### config.mk
export PLATFORM = sky130hd
export DESIGN_NAME = lpmc_top
export DESIGN_NICKNAME = d
export VERILOG_FILES = /design/src/hw/lpmc_sync.v /design/src/hw/lpmc_top.v
export VERILOG_INCLUDE_DIRS = /design/src /design/src/hw
export SDC_FILE = /design/constraint.sdc
export NUM_CORES = 1
export LEC_CHECK = 0
export ABC_AREA = 1
export BUFFER_PORTS_ARGS = -buffer_cell sky130_fd_sc_hd__buf_2
export CAP_MARGIN = 0
export CELL_PAD_IN_SITES_DETAIL_PLACEMENT = 0
export CELL_PAD_IN_SITES_GLOBAL_PLACEMENT = 1
export CORE_MARGIN = 5
export CORE_UTILIZATION = 38
export CTS_CLUSTER_SIZE = 25
export DETAILED_ROUTE_END_ITERATION = 8
export GPL_TIMING_DRIVEN = 0
export PLACE_DENSITY = 0.77
export SETUP_SLACK_MARGIN = 0.2
export SLEW_MARGIN = 20
export SYNTH_ARGS = -nofsm -noshare
export SYNTH_HDL_FRONTEND = slang
export SYNTH_HIERARCHICAL = 1
export SYNTH_SLANG_ARGS = --single-unit
### constraint.sdc
create_clock -name sys_clk -period 2.13 [get_ports sys_clk]
set_input_delay 0.1065 -clock sys_clk [delete_from_list [all_inputs] [get_ports sys_clk]]
set_output_delay 0.1065 -clock sys_clk [all_outputs]
set_load 0.01 [all_outputs]
### src/hw/lpmc_defs.vh
// Constants for the low-power mode controller: register offsets, field positions, reset values, timing.
// Assumes a byte-wide register port with 8-bit addresses.
`ifndef LPMC_DEFS_VH
`define LPMC_DEFS_VH
`define LPMC_ADDR_W 8
`define LPMC_OFF_PROT 8'h00
`define LPMC_OFF_CLK0 8'h01
`define LPMC_OFF_CLK1 8'h02
`define LPMC_OFF_CLK2 8'h03
`define LPMC_OFF_DIV 8'h04
`define LPMC_OFF_PLL0 8'h05
`define LPMC_OFF_PLL1 8'h06
`define LPMC_OFF_MODE 8'h07
`define LPMC_OFF_LVL 8'h08
`define LPMC_OFF_CMD 8'h09
`define LPMC_OFF_STAT 8'h0A
`define LPMC_OFF_WAKE 8'h0B
// Protect register bits
`define LPMC_B_CLK_UNLOCK 0
`define LPMC_B_MODE_UNLOCK 1
// Clock register 0 bits
`define LPMC_B_CLOCK_OUTPUT_PIN_SEL 0
`define LPMC_B_WAIT_PSTOP 2
`define LPMC_B_MAIN_OFF 5
`define LPMC_B_SUB_SEL 7
// Clock register 1 bits
`define LPMC_B_ALL_STOP 0
`define LPMC_B_PLL_SEL 7
// Clock register 2 bits
`define LPMC_B_OSD_EN 0
`define LPMC_B_OCO_SEL 1
// PLL0 bit
`define LPMC_B_PLL_ON 7
// Mode register bits
`define LPMC_B_CLK_LOCK 1
`define LPMC_B_WDT_OCO 2
`define LPMC_B_EXT_BUS 3
// Command register bit
`define LPMC_B_WAIT_CMD 0
// Clock output select codes
`define LPMC_CO_PORT 2'h0
`define LPMC_CO_FC 2'h1
`define LPMC_CO_F8 2'h2
`define LPMC_CO_F32 2'h3
// Reset values and the divider code forced in stop mode
`define LPMC_RST_DIV 5'h08
`define LPMC_RST_LVL 3'h7
`define LPMC_DIV8_CODE 5'h08
// Oscillator settle time in ns and its cycle count at 20 MHz
`define LPMC_CLK_NS 50
`define LPMC_SETTLE_NS 2000000
`define LPMC_SETTLE_CYC ((`LPMC_SETTLE_NS + `LPMC_CLK_NS - 1) / `LPMC_CLK_NS)
`endif

### src/hw/lpmc_sync.v
// Three-stage input synchroniser; a change counts once stages two and three agree.
// Assumes inputs asynchronous to sys_clk.
`timescale 1ns/1ps
module lpmc_sync #(
  parameter W = 1,
  parameter [W-1:0] INIT = {W{1'b0}}
) (
  input wire sys_clk,
  input wire resetn,
  input wire [W-1:0] async_in,
  output reg [W-1:0] sync_out
);
  reg [W-1:0] s1_q;
  reg [W-1:0] s2_q;
  reg [W-1:0] s3_q;
  wire [W-1:0] sync_d;
  genvar i;
  always @(posedge sys_clk) begin
    if (!resetn) begin
      s1_q <= INIT;
      s2_q <= INIT;
      s3_q <= INIT;
    end else begin
      s1_q <= async_in;
      s2_q <= s1_q;
      s3_q <= s2_q;
    end
  end
  // Per-bit next value, so one process owns the whole output
  generate
    for (i = 0; i < W; i = i + 1) begin : g_bit
      assign sync_d[i] = (s2_q[i] == s3_q[i]) ? s3_q[i] : sync_out[i];
    end
  endgenerate
  always @(posedge sys_clk) begin
    if (!resetn) begin
      sync_out <= INIT;
    end else begin
      sync_out <= sync_d;
    end
  end
endmodule

### src/hw/lpmc_top.v
// Low-power mode controller: wait and stop modes, wake-up qualification, clock gating and pin states.
// Assumes a single 20 MHz sys_clk, byte register port, wake sources arriving asynchronously.
//
// Design decisions made here: the plain strobed port and the register offsets.
`timescale 1ns/1ps
`include "lpmc_defs.vh"
module lpmc_top #(
  parameter SETTLE_CYC = `LPMC_SETTLE_CYC
) (
  input wire sys_clk,
  input wire resetn,
  input wire [7:0] reg_addr,
  input wire [7:0] reg_wdata,
  input wire reg_wr,
  input wire reg_rd,
  output reg [7:0] reg_rdata,
  input wire [2:0] processor_priority_level,
  input wire nmi_n,
  input wire key_irq,
  input wire ext_irq,
  input wire serial_irq,
  input wire serial_ext_clk,
  input wire ad_irq,
  input wire ad_single_mode,
  input wire iio_irq,
  input wire timer_irq,
  input wire timer_event_mode,
  input wire timer_free_src,
  input wire [2:0] irq_priority_field,
  input wire fc_clk_in,
  input wire f8_clk_in,
  input wire f32_clk_in,
  output reg cpu_clk_en,
  output reg wdt_clk_en,
  output reg periph_clk_en,
  output reg free_clk_en,
  output reg main_osc_en,
  output reg sub_osc_en,
  output reg onchip_osc_en,
  output reg pll_en,
  output reg wake_pulse,
  output reg bus_hold,
  output reg strobe_force_high,
  output reg ale_out,
  output reg ale_force,
  output reg clock_output_pin,
  output reg xout_out,
  output reg xin_oe,
  output reg xcin_oe,
  output reg xcout_oe,
  output reg [4:0] cpu_clk_divider
);
  localparam [1:0] ST_RUN = 2'h0;
  localparam [1:0] ST_WAIT = 2'h1;
  localparam [1:0] ST_STOP = 2'h2;
  localparam [1:0] ST_SETTLE = 2'h3;
  localparam CW = 22;

  reg [1:0] state_q;
  reg [1:0] state_d;
  reg clk_reg_write_unlock_q;
  reg mode_reg_write_unlock_q;
  reg [1:0] clock_output_pin_sel_q;
  reg wait_periph_clk_stop_q;
  reg main_osc_disable_q;
  reg sub_clk_select_q;
  reg pll_clk_select_q;
  reg osc_stop_detect_en_q;
  reg onchip_osc_select_q;
  reg [4:0] div_q;
  reg [7:0] pll0_q;
  reg [7:0] pll1_q;
  reg clock_change_lock_q;
  reg wdt_osc_source_sel_q;
  reg ext_bus_q;
  reg [2:0] exit_priority_level_q;
  reg [2:0] last_wake_q;
  reg [CW-1:0] settle_q;
  reg nmi_prev_q;

  wire [6:0] sync_o;
  wire nmi_s;
  wire key_s;
  wire ext_s;
  wire ser_s;
  wire ad_s;
  wire iio_s;
  wire tmr_s;
  wire fc_s;
  wire f8_s;
  wire f32_s;
  wire wr_clk;
  wire clk_ok;
  wire nmi_fall;
  wire lvl_ok;
  wire pstop;
  wire ser_ok;
  wire ad_ok;
  wire iio_ok;
  wire tmr_ok;
  wire wait_wake;
  wire stop_wake;
  wire co_src;
  wire co_free;

  lpmc_sync #(.W(7), .INIT(7'h01)) u_sync_irq (
    .sys_clk(sys_clk),
    .resetn(resetn),
    .async_in({timer_irq, iio_irq, ad_irq, serial_irq, ext_irq, key_irq, nmi_n}),
    .sync_out(sync_o)
  );
  assign nmi_s = sync_o[0];
  assign key_s = sync_o[1];
  assign ext_s = sync_o[2];
  assign ser_s = sync_o[3];
  assign ad_s = sync_o[4];
  assign iio_s = sync_o[5];
  assign tmr_s = sync_o[6];

  // Clock pins synchronised too; only slow observation of the outputs matters
  wire [2:0] clk_sync_o;
  lpmc_sync #(.W(3), .INIT(3'h0)) u_sync_clk (
    .sys_clk(sys_clk),
    .resetn(resetn),
    .async_in({f32_clk_in, f8_clk_in, fc_clk_in}),
    .sync_out(clk_sync_o)
  );
  assign fc_s = clk_sync_o[0];
  assign f8_s = clk_sync_o[1];
  assign f32_s = clk_sync_o[2];

  assign wr_clk = reg_wr && clk_reg_write_unlock_q;
  assign clk_ok = !clock_change_lock_q;
  assign nmi_fall = nmi_prev_q && !nmi_s;
  assign lvl_ok = irq_priority_field > processor_priority_level;
  assign pstop = wait_periph_clk_stop_q;
  assign ser_ok = ser_s && (!pstop || serial_ext_clk);
  assign ad_ok = ad_s && ad_single_mode && !pstop;
  assign iio_ok = iio_s && !pstop;
  assign tmr_ok = tmr_s && (!pstop || timer_event_mode || timer_free_src);
  assign wait_wake = nmi_fall || (lvl_ok && (key_s || ext_s || ser_ok || ad_ok || iio_ok || tmr_ok));
  // Timer wake assumes the external pulse rate is slow enough to count unclocked
  assign stop_wake = nmi_fall || (lvl_ok && (key_s || ext_s || (tmr_s && timer_event_mode)));
  assign co_src = (clock_output_pin_sel_q == `LPMC_CO_FC) ? fc_s : (clock_output_pin_sel_q == `LPMC_CO_F8) ? f8_s : f32_s;
  assign co_free = (clock_output_pin_sel_q == `LPMC_CO_FC) || !pstop;

  always @* begin
    state_d = state_q;
    case (state_q)
      ST_RUN: begin
        if (wr_clk && clk_ok && reg_addr == `LPMC_OFF_CLK1 && reg_wdata[`LPMC_B_ALL_STOP]) begin
          state_d = ST_STOP;
        end else if (reg_wr && reg_addr == `LPMC_OFF_CMD && reg_wdata[`LPMC_B_WAIT_CMD] && clk_ok) begin
          state_d = ST_WAIT;
        end
      end
      ST_WAIT: begin
        if (wait_wake) begin
          state_d = ST_RUN;
        end
      end
      ST_STOP: begin
        if (stop_wake) begin
          state_d = ST_SETTLE;
        end
      end
      default: begin
        if (settle_q == 0) begin
          state_d = ST_RUN;
        end
      end
    endcase
  end

  always @(posedge sys_clk) begin
    if (!resetn) begin
      state_q <= ST_RUN;
      settle_q <= {CW{1'b0}};
      nmi_prev_q <= 1'b1;
      last_wake_q <= 3'h0;
      wake_pulse <= 1'b0;
    end else begin
      state_q <= state_d;
      nmi_prev_q <= nmi_s;
      wake_pulse <= (state_q == ST_WAIT || state_q == ST_STOP) && state_d != state_q;
      if (state_q == ST_STOP && state_d == ST_SETTLE) begin
        settle_q <= SETTLE_CYC[CW-1:0];
      end else if (settle_q != 0) begin
        settle_q <= settle_q - 1'b1;
      end
      if ((state_q == ST_WAIT || state_q == ST_STOP) && state_d != state_q) begin
        last_wake_q <= {nmi_fall, key_s || ext_s, !nmi_fall && !key_s && !ext_s};
      end
    end
  end

  // Register writes; clock bits need unlock, and all but the output select, on-chip select and divider also need no lock
  always @(posedge sys_clk) begin
    if (!resetn) begin
      clk_reg_write_unlock_q <= 1'b0;
      mode_reg_write_unlock_q <= 1'b0;
      clock_output_pin_sel_q <= `LPMC_CO_PORT;
      wait_periph_clk_stop_q <= 1'b0;
      main_osc_disable_q <= 1'b0;
      sub_clk_select_q <= 1'b0;
      pll_clk_select_q <= 1'b0;
      osc_stop_detect_en_q <= 1'b0;
      onchip_osc_select_q <= 1'b0;
      div_q <= `LPMC_RST_DIV;
      pll0_q <= 8'h00;
      pll1_q <= 8'h00;
      clock_change_lock_q <= 1'b0;
      wdt_osc_source_sel_q <= 1'b0;
      ext_bus_q <= 1'b0;
      exit_priority_level_q <= `LPMC_RST_LVL;
    end else begin
      if (reg_wr && reg_addr == `LPMC_OFF_PROT) begin
        clk_reg_write_unlock_q <= reg_wdata[`LPMC_B_CLK_UNLOCK];
        mode_reg_write_unlock_q <= reg_wdata[`LPMC_B_MODE_UNLOCK];
      end
      if (wr_clk && reg_addr == `LPMC_OFF_CLK0) begin
        clock_output_pin_sel_q <= reg_wdata[`LPMC_B_CLOCK_OUTPUT_PIN_SEL+1:`LPMC_B_CLOCK_OUTPUT_PIN_SEL];
        if (clk_ok) begin
          wait_periph_clk_stop_q <= reg_wdata[`LPMC_B_WAIT_PSTOP];
          main_osc_disable_q <= reg_wdata[`LPMC_B_MAIN_OFF];
          sub_clk_select_q <= reg_wdata[`LPMC_B_SUB_SEL];
        end
      end
      if (wr_clk && clk_ok && reg_addr == `LPMC_OFF_CLK1) begin
        pll_clk_select_q <= reg_wdata[`LPMC_B_PLL_SEL];
      end
      if (wr_clk && reg_addr == `LPMC_OFF_CLK2) begin
        onchip_osc_select_q <= reg_wdata[`LPMC_B_OCO_SEL];
        if (clk_ok) begin
          osc_stop_detect_en_q <= reg_wdata[`LPMC_B_OSD_EN];
        end
      end
      if (state_q == ST_RUN && state_d == ST_STOP) begin
        div_q <= `LPMC_DIV8_CODE;
      end else if (wr_clk && reg_addr == `LPMC_OFF_DIV) begin
        div_q <= reg_wdata[4:0];
      end
      if (wr_clk && clk_ok && reg_addr == `LPMC_OFF_PLL0) begin
        pll0_q <= reg_wdata;
      end
      if (wr_clk && clk_ok && reg_addr == `LPMC_OFF_PLL1) begin
        pll1_q <= reg_wdata;
      end
      if (reg_wr && mode_reg_write_unlock_q && reg_addr == `LPMC_OFF_MODE) begin
        clock_change_lock_q <= reg_wdata[`LPMC_B_CLK_LOCK];
        wdt_osc_source_sel_q <= reg_wdata[`LPMC_B_WDT_OCO];
        ext_bus_q <= reg_wdata[`LPMC_B_EXT_BUS];
      end
      if (reg_wr && reg_addr == `LPMC_OFF_LVL) begin
        exit_priority_level_q <= reg_wdata[2:0];
      end
    end
  end

  // Read data one cycle after the strobe; unmapped reads zero
  always @(posedge sys_clk) begin
    if (!resetn) begin
      reg_rdata <= 8'h00;
    end else if (reg_rd) begin
      if (reg_addr == `LPMC_OFF_PROT) begin
        reg_rdata <= {6'h00, mode_reg_write_unlock_q, clk_reg_write_unlock_q};
      end else if (reg_addr == `LPMC_OFF_CLK0) begin
        reg_rdata <= {sub_clk_select_q, 1'b0, main_osc_disable_q, 2'h0, wait_periph_clk_stop_q, clock_output_pin_sel_q};
      end else if (reg_addr == `LPMC_OFF_CLK1) begin
        reg_rdata <= {pll_clk_select_q, 7'h00};
      end else if (reg_addr == `LPMC_OFF_CLK2) begin
        reg_rdata <= {6'h00, onchip_osc_select_q, osc_stop_detect_en_q};
      end else if (reg_addr == `LPMC_OFF_DIV) begin
        reg_rdata <= {3'h0, div_q};
      end else if (reg_addr == `LPMC_OFF_PLL0) begin
        reg_rdata <= pll0_q;
      end else if (reg_addr == `LPMC_OFF_PLL1) begin
        reg_rdata <= pll1_q;
      end else if (reg_addr == `LPMC_OFF_MODE) begin
        reg_rdata <= {4'h0, ext_bus_q, wdt_osc_source_sel_q, clock_change_lock_q, 1'b0};
      end else if (reg_addr == `LPMC_OFF_LVL) begin
        reg_rdata <= {5'h00, exit_priority_level_q};
      end else if (reg_addr == `LPMC_OFF_STAT) begin
        reg_rdata <= {6'h00, state_q};
      end else if (reg_addr == `LPMC_OFF_WAKE) begin
        reg_rdata <= {5'h00, last_wake_q};
      end else begin
        reg_rdata <= 8'h00;
      end
    end else begin
      reg_rdata <= 8'h00;
    end
  end

  // Clock enables and pin controls, all registered
  always @(posedge sys_clk) begin
    if (!resetn) begin
      cpu_clk_en <= 1'b1;
      wdt_clk_en <= 1'b1;
      periph_clk_en <= 1'b1;
      free_clk_en <= 1'b1;
      main_osc_en <= 1'b1;
      sub_osc_en <= 1'b1;
      onchip_osc_en <= 1'b1;
      pll_en <= 1'b0;
      bus_hold <= 1'b0;
      strobe_force_high <= 1'b0;
      ale_out <= 1'b0;
      ale_force <= 1'b0;
      clock_output_pin <= 1'b0;
      xout_out <= 1'b0;
      xin_oe <= 1'b1;
      xcin_oe <= 1'b1;
      xcout_oe <= 1'b1;
      cpu_clk_divider <= `LPMC_RST_DIV;
    end else begin
      cpu_clk_divider <= (state_d == ST_STOP) ? `LPMC_DIV8_CODE : div_q;
      cpu_clk_en <= (state_d == ST_RUN);
      wdt_clk_en <= (state_d == ST_RUN) || (state_d == ST_WAIT && wdt_osc_source_sel_q);
      periph_clk_en <= (state_d == ST_RUN) || (state_d == ST_WAIT && !pstop);
      free_clk_en <= (state_d == ST_RUN) || (state_d == ST_WAIT);
      main_osc_en <= (state_d != ST_STOP) && !main_osc_disable_q;
      sub_osc_en <= (state_d != ST_STOP);
      onchip_osc_en <= (state_d != ST_STOP);
      pll_en <= (state_d != ST_STOP) && pll0_q[`LPMC_B_PLL_ON];
      bus_hold <= ext_bus_q && (state_d == ST_WAIT || state_d == ST_STOP);
      strobe_force_high <= ext_bus_q && (state_d == ST_WAIT || state_d == ST_STOP);
      ale_force <= state_d == ST_STOP || (ext_bus_q && state_d == ST_WAIT);
      ale_out <= (state_d == ST_STOP);
      xout_out <= (state_d == ST_STOP);
      xin_oe <= (state_d != ST_STOP);
      xcin_oe <= (state_d != ST_STOP);
      xcout_oe <= (state_d != ST_STOP);
      // Holding last level avoids a runt edge when the source stops
      if (state_d == ST_STOP) begin
        if (clock_output_pin_sel_q == `LPMC_CO_FC) begin
          clock_output_pin <= 1'b1;
        end
      end else if (clock_output_pin_sel_q == `LPMC_CO_PORT) begin
        clock_output_pin <= 1'b0;
      end else if (state_d == ST_WAIT && !co_free) begin
        clock_output_pin <= clock_output_pin;
      end else begin
        clock_output_pin <= co_src;
      end
    end
  end
endmodule

Word level (Yosys, flattened, before mapping) --
Cells that the tools add are included.
Cells by class: bitwise logic cells 3, $add $sub $neg 1, reduce and logical (&&, ||, !) cells 80, magnitude comparators 1, multiplexer cells 25, equality and inequality tests 32
Operators by type and width (count):
- $mux 8 | 6
- $logic_and 1x1->1 | 37
- $eq 8x3->1 const B | 4
- $eq 8x4->1 const B | 4
- $mux 16 | 2
- $logic_not 22->1 | 1
- $reduce_bool 22->1 | 1
- $sub 22x1->22 const B | 1
- $logic_or 1x1->1 | 18
- $eq 8x2->1 const B | 2
- $mux 2 | 6
- $eq 1x1->1 | 10
- $mux 3 | 3
- $eq 2x2->1 const B | 4
- $eq 8x1->1 const B | 1
- $logic_not 1->1 | 8
- $logic_not 8->1 | 1
- $reduce_and 2->1 | 4
- $reduce_or 7->1 | 1
- $eq 2x1->1 const B | 3
- $logic_not 2->1 | 3
- $mux 1 | 6
- $pmux 2 s3 | 1
- $reduce_or 2->1 | 3
- other kinds (10) | 12
Storage, ports and cells: register bits after elaboration 130, bits of input ports 40, word-level logic and storage cells 196

Logic depth before layout (Yosys ltp) --
depth after elaboration 16, mapped depth 17, mapped depth without buffers 17

Hierarchy --
Netlist, hierarchy kept.
By module, submodules not included:
- lpmc_top | times used 1, area an instance 4340.4 sq um, cells each 590
- lpmc_sync at u_sync_irq | times used 1, area an instance 863.3 sq um, cells each 98
- lpmc_sync at u_sync_clk | times used 1, area an instance 366.6 sq um, cells each 40

Least setup slack after synthesis --
OpenSTA, ideal clock, no wires.
path kind flip-flop to flip-flop, from register settle_q[0], to register settle_q[8], library setup time 0.078 ns, path slack -0.147 ns, clock period less this slack 2.277 ns, cell stages (with the launch flop) 17, buffers on the path 1, arrival time 2.199 ns, data required time 2.052 ns, path through dfxtp_1 inv_1 ha_1 nand2_2 nor2_4 inv_2 nor2_4 nand3_4 inv_2 o21ai_2 nand2_2 inv_1 ha_1 nand2_1 nand2_1 clkbuf_1 nor3_1
On the way: cells in the longest elaborated chain, start to end 6, elaborated cells between the ends (all ways) 8
Ends and longest elaborated chain:
- from (decl) | line lpmc_top.v:78 | reg [CW-1:0] settle_q;
- from (signal assigned) | line lpmc_top.v:178 | settle_q <= {CW{1'b0}};
- from (signal assigned) | line lpmc_top.v:187 | settle_q <= SETTLE_CYC[CW-1:0];
- from (signal assigned) | line lpmc_top.v:189 | settle_q <= settle_q - 1'b1;
- $logic_not 22->1 | line lpmc_top.v:168 | if (settle_q == 0) begin
- $mux 2 | line lpmc_top.v:168
- $pmux 2 s3 | line lpmc_top.v:149 | case (state_q)
- net state_d[0] | line lpmc_top.v:60 | reg [1:0] state_d;
- $eq 2x2->1 | line lpmc_top.v:186 | if (state_q == ST_STOP && state_d == ST_SETTLE) begin
- $logic_and 1x1->1 | line lpmc_top.v:186
- $reduce_or 2->1 (no line)
The timed path passes the listed nets, and every way through them passes these cells. A chain may end at the register's enable or synchronous reset.

Worst setup path in the final report --
from register settle_q[1], to register settle_q[8]
The elaborated chain is that of the path after synthesis.

==> results.ini <==
[run_status]
run_status = finished, final reports clean

[timing]
period_share_pct = 99.5
worst_pin_slew_ps = 774
slew_violations = 0
skew_ps = 19.8
setup_viol = 0
whs_ps = 18.6
final-hold-violation-count = 0
slew-limit-headroom_pct = 48.4
fmax_ghz = 0.472
rsz0062_at_grt = yes
fin_crit_ps = 2120

[clocking]
clock_latency_ps = 420
htree_levels = 4
cts_root_buffer = clkbuf_16
clkTransAtPathRegs_ps = 50
cts_tree = done
numCtsBuffers = 17
cts.sinks = 130
clockBufferDepth = 2

[grt]
grt_first_pass_wirelength_mm = 23.2
grt_pass1_vias = 4886
grt-ovfl-total = 0
antenna_found_initial = 0
grt_max_degree = 17
grt.total_usage_pct = 17.3

[logic_synthesis]
yosysWarnings = 6
synth_edf_count = 0
async_flop_share_pct = 0
synth_area_per_cell_um2 = 7.65
synth_seq_area_share_pct = 46.7
synth_cell_type_count = 44
ys_ff_latch = 130
syn_area_um2 = 5570
synth_flop_cell = dfxtp_1
postSynthCellCount = 728
synth_nets = 782

[pwr]
combPwrFrac_pct = 22.5
power_frac_seq_pct = 36.8
clkPwrFrac_pct = 40.7
peakVddDrop_mv = 0.514
p_leak_nw = 3.35
internal-power_mw = 5.20
switching_share_pct = 28.8
switchingPower_mw = 2.11
power_density_nw_per_um2 = 961

[final_layout]
antenna-diode-count = 0
fin_nets = 915
fin_cells = 1058
synthToLayoutAreaGrowth_pct = 36.5
final_layout_size_suffix_gt1_share_pct = 28.8

[die]
dieArea_um2 = 17200
dieWidth_um = 131
num_rows = 44
start_util_pct = 38.5
pin_count = 71
core_area_um2 = 14500
die_h_um = 131

[setup_path]
rrSetupSlack_ps = 10
slowest_delay_ps = 320
r2r_end = settle_q[8]$_SDFFE_PP0P_
crit_slowest_cell = dfxtp_2
critPathRequiredTime_ps = 2460
path_class = reg2reg
cp_max_fo = 6
rr_worst_depth = 16
critPathLaunchType = flip-flop
path_cells = inv_2 > ha_4 > nand2_4 > nor2_4 > inv_2 > nor2_4 > nand3_4 > inv_4 > o21ai_4 > nand2_4 > inv_4 > ha_4 > nand2_8 > nand2_8 > clkbuf_16 > nor3_4
end_kind = flip-flop
r2r-start = settle_q[1]$_SDFFE_PP0P_
cp.arrival_ps = 2450

[route]
routed_wl_mm = 14.4
via_count = 5109
drc_errors = 0
postRouteAntennaNets = 0
wl_per_cell_um = 13.6
first_iter_violations = 368
viasPerCell = 4.83
drtPass1Iterations = 6

[placement]
dp_cells = 981
port_buffers = 69
dp_hpwl_mm = 10.0
gp_congestion = 0.842

[hold_path]
hold_end = u_sync_clk/sync_out[1]$_SDFFE_PN0N_
hold_depth = 3
hold_start = resetn
worstHoldPathType = in2reg

[run]
max_cap_violations = 0

routing by layer:
layer,part of all wire (%),up-vias,global-route usage (%)
li1,-,2586,-
met4,1.8,0,6.90
met1,46,2349,22.5
met5,0,-,0
met2,47,144,27.5
met3,5.2,30,4.29
flip-flops by register name, indices dropped and copies added (netlist names), 2 cells and up:
register,flops
settle_q,22
pll0_q,8
pll1_q,8
reg_rdata,8
u_sync_irq/s1_q,7
u_sync_irq/s2_q,7
u_sync_irq/s3_q,7
u_sync_irq/sync_out,7
cpu_clk_divider,5
div_q,5
exit_priority_level_q,3
last_wake_q,3
u_sync_clk/s1_q,3
u_sync_clk/s2_q,3
u_sync_clk/s3_q,3
u_sync_clk/sync_out,3
clock_output_pin_sel_q,2
state_q,2
logic make-up after synthesis:
logic type | Yosys count | synth area share, %
simple gates | 288 | 24.0
compound gates | 145 | 14.2
buf+inv | 143 | 10.6
flops | 130 | 46.7
fa+ha+maj | 14 | 3.14
xor+xnor | 8 | 1.26
stage by stage:
stage | cell area (um^2) | setup WS (ps) | power [mW] | utilization (%) | setup TNS, ps
3_3_place_gp | 6210 | -290 | 3.87 | 42.9 | -3610
6_report | 7600 | 11.0 | 7.30 | 52.5 | 0
2_1_floorplan | 5640 | 119 | 3.65 | - | 0
3_5_place_dp | 6210 | -310 | 3.90 | 42.9 | -4400
5_1_grt | 7600 | -120 | 7.68 | 52.5 | -1040
4_1_cts | 7300 | 13.3 | 7.04 | 50.4 | 0
worst max-delay path by stage:
stage | slack, ps | depth (start not counted) | to | startpoint
finish | 10 | 16 | settle_q[8]$_SDFFE_PP0P_ | settle_q[1]$_SDFFE_PP0P_
global route | -120 | 16 | settle_q[8]$_SDFFE_PP0P_ | settle_q[0]$_SDFFE_PP0P_
CTS | 10 | 16 | settle_q[8]$_SDFFE_PP0P_ | settle_q[0]$_SDFFE_PP0P_
detailed placement | -310 | 15 | div_q[0]$_SDFFE_PP0P_ | settle_q[0]$_SDFFE_PP0P_
global placement | -290 | 15 | div_q[0]$_SDFFE_PP0P_ | settle_q[0]$_SDFFE_PP0P_
floorplan | 120 | 16 | settle_q[8]$_SDFFE_PP0P_ | settle_q[0]$_SDFFE_PP0P_
cells in the mapped netlist (2+ instances only):
cell type	count	area, um^2
a21boi_0	2	15.0
a21oi_1	62	310
a21oi_2	3	26.3
a221oi_1	2	17.5
a311oi_1	2	17.5
a31oi_1	4	25.0
buf_2	2	10.0
buf_4	6	45.0
buf_6	4	45.0
clkbuf_1	7	26.3
dfxtp_1	130	2600
ha_1	14	175
inv_1	116	435
inv_2	6	22.5
nand2_1	110	413
nand2_2	17	106
nand3_1	33	165
nand3_4	2	35.0
nand4_1	7	43.8
nor2_1	83	312
nor2_2	10	62.6
nor2_4	6	67.6
nor3_1	11	55.1
o211ai_1	2	15.0
o21ai_0	55	275
o21ai_2	2	17.5
o22ai_1	6	37.5
or2_2	2	12.5
xnor2_1	4	35.0
xor2_1	4	35.0
worst max-delay path: cells and delay by family (launching register included):
kind / cells / cell delay (ps)
and+or+nand+nor: 8 / 820
DFF: 1 / 320
adders and majority gates: 2 / 320
AOI/OAI and AO/OA: 1 / 70
buffers and inverters: 5 / 490
power groups by stage:
stage	combinational, mW	sequential, mW	clock [mW]
4_1_cts	1.33	2.68	3.03
5_1_grt	1.82	2.70	3.16
3_5_place_dp	1.17	2.73	0
2_1_floorplan	0.931	2.71	0
3_3_place_gp	1.14	2.73	0
6_report	1.64	2.69	2.97
layout by cell type, fill, tap and decap left out, types with 4 or more instances in the layout:
master,count
xnor2_1,4
o21ai_0,46
clkbuf_16,18
dfxtp_1,125
buf_4,24
nor3_1,8
a21oi_2,7
buf_2,71
nand4_1,7
nand3_2,5
nand2_2,14
ha_4,5
a21oi_1,57
nor2_2,14
o22ai_1,6
nand2_4,5
nor2_1,67
nand3_1,29
o21ai_1,7
ha_1,9
o21ai_2,4
nor2_4,18
inv_1,107
nand2_1,107
buf_6,14
dfxtp_2,4
inv_2,10
clkbuf_1,9
dlygate4sd3_1,15
area by class of cell:
cell class                 instances  area, um^2
fill                            1342        6880
timing repair buffer             114         783
buffer                            20         153
sequential                       130        2610
multi-input combinational        455        2740
clock buffer                      23         478
clock inverter                     9         129
inverter                         123         482
tap                              184         230
repair_timing:
item / 4_1_cts / 5_1_grt
hold buffers: 15 / 0
setup buffers: 18 / 11
endpoints found under the setup margin: 44 / 45
pin swaps: 18 / 22
gates resized for setup: 45 / 55
cloned: 1 / 0
hold endpoints to repair: 19 / 0
(Power assumes the default switching activity.)
